$ cat src/irqpw_cfg.svh
// Constants for the interrupt prioritizer and wake-up block.
// What this block does
// 32 request inputs, four-level priority each.
// Each line works level-triggered or edge-triggered.
// Programmed priorities choose the forwarded request.
// Low latency; higher late arrival served first.
// Wake-up detector ranks lines during deep sleep.
// Wait-for-irq/event suspend; send-event wakes wait-for-event waiters.
// Sleep-after-handler-return sleeps on thread return.
// Fixed peripheral sources sit on lines 0..31; lines 5, 9 and 27..30 carry none.
// Edge latched until serviced; level follows line.
`ifndef IRQPW_CFG_SVH
`define IRQPW_CFG_SVH

// ==========================================================
// Sizes
`define IRQPW_NUM_LINES      32
`define IRQPW_PRIO_W         2
`define IRQPW_SYNC_STAGES    2

// ==========================================================
// Line numbers of the peripheral sources.
`define IRQPW_LINE_GPIO      0
`define IRQPW_LINE_CMP0      1
`define IRQPW_LINE_CMP1      2
`define IRQPW_LINE_RADIO     3
`define IRQPW_LINE_RTC_CAP   4
`define IRQPW_LINE_RTC_TMO   6
`define IRQPW_LINE_CONV      7
`define IRQPW_LINE_DMA       8
`define IRQPW_LINE_SER_FIRST 10
`define IRQPW_LINE_SER_LAST  17
`define IRQPW_LINE_I2C       18
`define IRQPW_LINE_TMR_FIRST 19
`define IRQPW_LINE_WDOG      23
`define IRQPW_LINE_PWM0      24
`define IRQPW_LINE_PWM1      25
`define IRQPW_LINE_CAL       26
`define IRQPW_LINE_RADIO_EVT 31

`endif

$ cat src/irqpw_pkg.sv
// Types shared by the interrupt prioritizer modules.
package irqpw_pkg;
    typedef enum logic [1:0] {IRQPW_RUN, IRQPW_WAIT_IRQ, IRQPW_WAIT_EVT} irqpw_state_t;
endpackage

$ cat src/irqpw_rank_if.sv
// Request vector and ranking result between the top and a ranker.
`timescale 1ns/1ps
interface irqpw_rank_if #(
    parameter int N  = 32,
    parameter int PW = 2
);
    logic [N-1:0]         req;
    logic [N*PW-1:0]      prio;
    logic                 valid;
    logic [$clog2(N)-1:0] id;
    logic [PW-1:0]        win_prio;
    modport src  (output req, output prio, input valid, input id, input win_prio);
    modport rank (input req, input prio, output valid, output id, output win_prio);
endinterface

$ cat src/irqpw_rank.sv
// Picks the most urgent active request: lowest priority value, then lowest line.
`timescale 1ns/1ps
module irqpw_rank #(
    parameter int N  = 32,
    parameter int PW = 2
) (
    irqpw_rank_if.rank rk
);
    always_comb
    begin
        logic                 v;
        logic [$clog2(N)-1:0] id;
        logic [PW-1:0]        p;
        v  = 1'b0;
        id = '0;
        p  = '0;
        // Scanning downward with <= lets the lower line win a tie.
        for (int i = N - 1; i >= 0; i--)
        begin
            if (rk.req[i] && (!v || rk.prio[i*PW +: PW] <= p))
            begin
                v  = 1'b1;
                id = i[$clog2(N)-1:0];
                p  = rk.prio[i*PW +: PW];
            end
        end
        rk.valid    = v;
        rk.id       = id;
        rk.win_prio = p;
    end
endmodule

$ cat src/irqpw_top.sv
// Interrupt prioritizer, wake-up detector and core sleep control.
`timescale 1ns/1ps
`include "irqpw_cfg.svh"
module irqpw_top #(
    parameter int N  = `IRQPW_NUM_LINES,
    parameter int PW = `IRQPW_PRIO_W
) (
    // Clock and reset
    input  wire logic                 mclk_in,
    input  wire logic                 reset_in,
    // Peripheral request lines, asynchronous
    input  wire logic [N-1:0]         irq_line_in,
    // Line configuration from software
    input  wire logic [N-1:0]         edge_mode_in,
    input  wire logic [N*PW-1:0]      prio_in,
    input  wire logic [N-1:0]         pend_clear_in,
    // Core handshake
    input  wire logic                 irq_ack_in,
    input  wire logic                 wait_for_irq_instr_in,
    input  wire logic                 wait_for_event_instr_in,
    input  wire logic                 send_event_instr_in,
    input  wire logic                 handler_return_in,
    input  wire logic                 sleep_after_handler_return_in,
    input  wire logic                 deep_sleep_in,
    // Forwarded request
    output logic                      irq_req_out,
    output logic [$clog2(N)-1:0]      irq_id_out,
    output logic [PW-1:0]             irq_prio_out,
    // Sleep and wake
    output logic                      core_sleep_out,
    output logic                      wake_out,
    output logic [$clog2(N)-1:0]      wake_id_out,
    output logic [N-1:0]              pending_out
);
    localparam int IW = $clog2(N);

    logic [N-1:0]               sync_a;
    logic [N-1:0]               sync_b;
    logic [N-1:0]               line_d;
    logic [N-1:0]               pending;
    logic                       event_flag;
    irqpw_pkg::irqpw_state_t    state;
    irqpw_pkg::irqpw_state_t    next_state;
    logic                       wake_now;
    logic                       evt_consume;

    irqpw_rank_if #(.N(N), .PW(PW)) ctl_if ();
    irqpw_rank_if #(.N(N), .PW(PW)) wk_if ();

    // ==========================================================
    // Input synchronisers and per-line pending state
    always_ff @(posedge mclk_in or posedge reset_in)
    begin
        if (reset_in)
        begin
            sync_a <= '0;
            sync_b <= '0;
            line_d <= '0;
        end
        else
        begin
            sync_a <= irq_line_in;
            sync_b <= sync_a;
            line_d <= sync_b;
        end
    end

    for (genvar i = 0; i < N; i++)
    begin : g_line
        logic rise;
        logic taken;
        assign rise  = sync_b[i] & ~line_d[i];
        assign taken = (irq_ack_in && irq_id_out == IW'(i)) || pend_clear_in[i];
        always_ff @(posedge mclk_in or posedge reset_in)
        begin
            if (reset_in)
                pending[i] <= 1'b0;
            else if (!edge_mode_in[i])
                pending[i] <= sync_b[i];
            else if (rise)
                pending[i] <= 1'b1;
            else if (taken)
                pending[i] <= 1'b0;
        end

    end

    // ==========================================================
    // Ranking: one ranker for the running controller, one for the wake-up detector
    assign ctl_if.req  = pending;
    assign ctl_if.prio = prio_in;
    // The detector only looks while the controller is powered down.
    assign wk_if.req   = deep_sleep_in ? (pending | sync_b) : '0;
    assign wk_if.prio  = prio_in;

    irqpw_rank #(.N(N), .PW(PW)) u_ctl_rank (.rk(ctl_if.rank));
    irqpw_rank #(.N(N), .PW(PW)) u_wk_rank  (.rk(wk_if.rank));

    // The winner is re-ranked every cycle, so a late higher request
    // replaces a lower one that the core has not acknowledged yet.
    always_ff @(posedge mclk_in or posedge reset_in)
    begin
        if (reset_in)
        begin
            irq_req_out  <= 1'b0;
            irq_id_out   <= '0;
            irq_prio_out <= '0;
            pending_out  <= '0;
        end
        else
        begin
            irq_req_out  <= ctl_if.valid && !deep_sleep_in;
            irq_id_out   <= ctl_if.id;
            irq_prio_out <= ctl_if.win_prio;
            pending_out  <= pending;
        end
    end

    // ==========================================================
    // Sleep control
    assign wake_now = deep_sleep_in ? wk_if.valid : ctl_if.valid;

    always_comb
    begin
        next_state  = state;
        evt_consume = 1'b0;
        case (state)
            irqpw_pkg::IRQPW_RUN:
            begin
                if (wait_for_irq_instr_in)
                    next_state = wake_now ? irqpw_pkg::IRQPW_RUN
                                          : irqpw_pkg::IRQPW_WAIT_IRQ;
                else if (wait_for_event_instr_in)
                begin
                    evt_consume = 1'b1;
                    next_state  = (event_flag || wake_now) ? irqpw_pkg::IRQPW_RUN
                                                           : irqpw_pkg::IRQPW_WAIT_EVT;
                end
                else if (handler_return_in && sleep_after_handler_return_in && !wake_now)
                    next_state = irqpw_pkg::IRQPW_WAIT_IRQ;
            end
            irqpw_pkg::IRQPW_WAIT_IRQ:
                if (wake_now)
                    next_state = irqpw_pkg::IRQPW_RUN;
            irqpw_pkg::IRQPW_WAIT_EVT:
                if (wake_now || event_flag)
                begin
                    evt_consume = 1'b1;
                    next_state  = irqpw_pkg::IRQPW_RUN;
                end
            default:
                next_state = irqpw_pkg::IRQPW_RUN;
        endcase
    end

    always_ff @(posedge mclk_in or posedge reset_in)
    begin
        if (reset_in)
        begin
            state          <= irqpw_pkg::IRQPW_RUN;
            core_sleep_out <= 1'b0;
        end
        else
        begin
            state          <= next_state;
            core_sleep_out <= next_state != irqpw_pkg::IRQPW_RUN;
        end
    end

    // A send-event in the cycle of consumption is kept: set wins.
    always_ff @(posedge mclk_in or posedge reset_in)
    begin
        if (reset_in)
            event_flag <= 1'b0;
        else if (send_event_instr_in)
            event_flag <= 1'b1;
        else if (evt_consume)
            event_flag <= 1'b0;
    end

    always_ff @(posedge mclk_in or posedge reset_in)
    begin
        if (reset_in)
        begin
            wake_out    <= 1'b0;
            wake_id_out <= '0;
        end
        else
        begin
            wake_out    <= deep_sleep_in && state != irqpw_pkg::IRQPW_RUN
                           && wk_if.valid;
            wake_id_out <= wk_if.id;
        end
    end
endmodule

$ cat config.mk
export PLATFORM = sky130hd
export DESIGN_NAME = irqpw_top
export DESIGN_NICKNAME = d
export VERILOG_FILES = /design/src/irqpw_pkg.sv /design/src/irqpw_rank_if.sv /design/src/irqpw_rank.sv /design/src/irqpw_top.sv
export VERILOG_INCLUDE_DIRS = /design/src
export SDC_FILE = /design/constraint.sdc
export NUM_CORES = 1
export LEC_CHECK = 0
export ABC_CLOCK_PERIOD_IN_PS = 68500
export BUFFER_PORTS_ARGS = -buffer_cell sky130_fd_sc_hd__buf_2
export CORE_MARGIN = 5
export CORE_UTILIZATION = 50
export DETAILED_ROUTE_END_ITERATION = 8
export PLACE_DENSITY_LB_ADDON = 0.1
export SYNTH_ARGS = -nofsm -noshare
export SYNTH_HDL_FRONTEND = slang
export SYNTH_HIERARCHICAL = 1
export SYNTH_SLANG_ARGS = --single-unit
$ cat constraint.sdc
create_clock -name mclk_in -period 68.5 [get_ports mclk_in]
set_input_delay 17.125 -clock mclk_in [delete_from_list [all_inputs] [get_ports mclk_in]]
set_output_delay 17.125 -clock mclk_in [all_outputs]
set_load 0.01 [all_outputs]
==> metrics.cfg <==
[outcome]
status=complete, no violations

[timing]
clock.fmax_mhz=17.1
finalSetupTns_ns=0
max_slew_margin_pct=36.0
rsz0062_at_grt=no
slew_violations=0
skew_ns=0.0141
finalCritPeriodShare_pct=85.3
tightestPinTransition_ns=0.960
fin_crit_ns=58.45
finalSetupViolations=0
finalHoldViolCount=0

[drt]
drc_errors=0
drtIter0Drc=1097
wl_per_cell_um=19.3
postRouteAntennaNets=0
drt-total-wl_um=39200
vias_per_cell=5.84
drtPass1Iterations=5
dr_total_vias=11900

[clocking]
cts_hold_buf=0
cts_tree=done
clkTransAtPathRegs_ns=0.08
clock-sinks=178
cts_buffers=17
cts_resized=0
htreeDepth=4
clock_latency_ns=0.43
post-cts-setup-buffer-count=0
cts_buffer_depth=2
cts_root_buf=clkbuf_16

[die]
die_h_um=170
fp.dieArea_um2=28800
initial_core_util_pct=50.7
chipWidth_um=170
core_area_um2=25100
rows=58
io-pin-count=216

[cells_and_area]
final-seq-area_um2=4450
area_growth_syn_to_layout_pct=16.0
diodes=0
nFillCells=2332
layout.nets=1980
final_common_cell=nand2_1
mostFrequentLayoutCells=217 x nand2_1, 215 x buf_2, 178 x dfrtp_1
finalNonFillerCells=2030
drive_gt1_share_pct=18.1
multi_input_area_um2=7790

[worst_setup_path]
endpoint_kind=flip-flop
critPathMaxFanout=34
critical_path_required_ns=68.85
arrival_ns=58.80
worst_path_largest_cell_delay_ns=0.64
start_kind=primary input
crit_type=primary input to flip-flop
crit_top_cell=ha_1
cpMaxStageDelayCell=o21ai_0

[global_routing]
grt_usage_pct=26.8
grt.overflow.total=0
grt_pass1_vias=11200
antenna_found_initial=2
grt_pass1_wl_um=60900
grt_max_degree=101

[synth]
avgSynthCellArea_um2=8.68
synth.net_count=1761
syn-cell-area_um2=12700
syn_inst=1468
yosys_warnings=6

[place]
dp_cells=1998
gp_congestion=0.943
hpwl_um=31500
io_buffers=215

[run]
maxCapViolations=0

[min_path]
hp-class=flip-flop to flip-flop

critical path: cells and delay by family:
family | cells | cell delay [ns]
fa+ha+maj | 31 | 8.87
simple gates | 60 | 8.80
mux | 9 | 3.13
buf+inv | 7 | 1.03
compound gates | 83 | 19.82
final cells by class:
| type | instances | area share (%) |
|---|---|---|
| multi-input combinational | 1166 | 52.8 |
| sequential | 178 | 30.2 |
| timing repair buffer | 216 | 7.34 |
| clock buffer | 17 | 2.88 |
| tap | 330 | 2.80 |
| inverter | 108 | 2.78 |
| clock inverter | 15 | 1.29 |
flip-flops by register name (all words and copies together) (netlist names):
| name | count |
|---|---|
| pending_out | 32 |
| wake_out | 1 |
| wake_id_out | 5 |
| event_flag | 1 |
| sync_a | 32 |
| ctl_if.req | 32 |
| state | 2 |
| irq_req_out | 1 |
| line_d | 32 |
| core_sleep_out | 1 |
| sync_b | 32 |
| irq_prio_out | 2 |
| irq_id_out | 5 |
per-stage QoR:
step           util [%]  hold slack (ns)  worst slack [ns]  area (um2)
5_1_grt            58.8            0.352              6.77       14800
4_1_cts            58.8            0.349             10.90       14800
3_3_place_gp       56.4            0.332             10.58       14200
2_1_floorplan         -            0.331             17.59       12700
3_5_place_dp       56.4            0.335             10.60       14200
6_report           58.8            0.348             10.05       14800
per-layer routing:
layer	GRT usage [%]	up-vias	routed length (um)	part of all wire, %
met5	0	-	21	0.054
met4	6.79	4	728	1.9
met3	7.08	54	3490	8.9
met2	37.3	449	15900	41
met1	41.2	5583	19000	49
li1	-	5772	-	-
final timing paths:
| check | start | to | slack (ns) | depth (start not counted) |
|---|---|---|---|---|
| worst max register to register | ctl_if.req[31] | wake_id_out[3] | 26.79 | 189 |
| worst min register to register | sync_a[5] | sync_b[5] | 0.35 | 0 |
| min in group asynchronous | reset_in | pending_out[15] | 16.86 | 2 |
| max in group asynchronous | reset_in | pending_out[25] | 50.17 | 3 |
| worst min-delay path | sync_a[5] | sync_b[5] | 0.35 | 0 |
| worst max-delay path | deep_sleep_in | wake_id_out[3] | 10.05 | 190 |
Power is left out: the tool's default activity adds up to more than one toggle a clock period on the data nets, which glitch-free logic cannot reach.
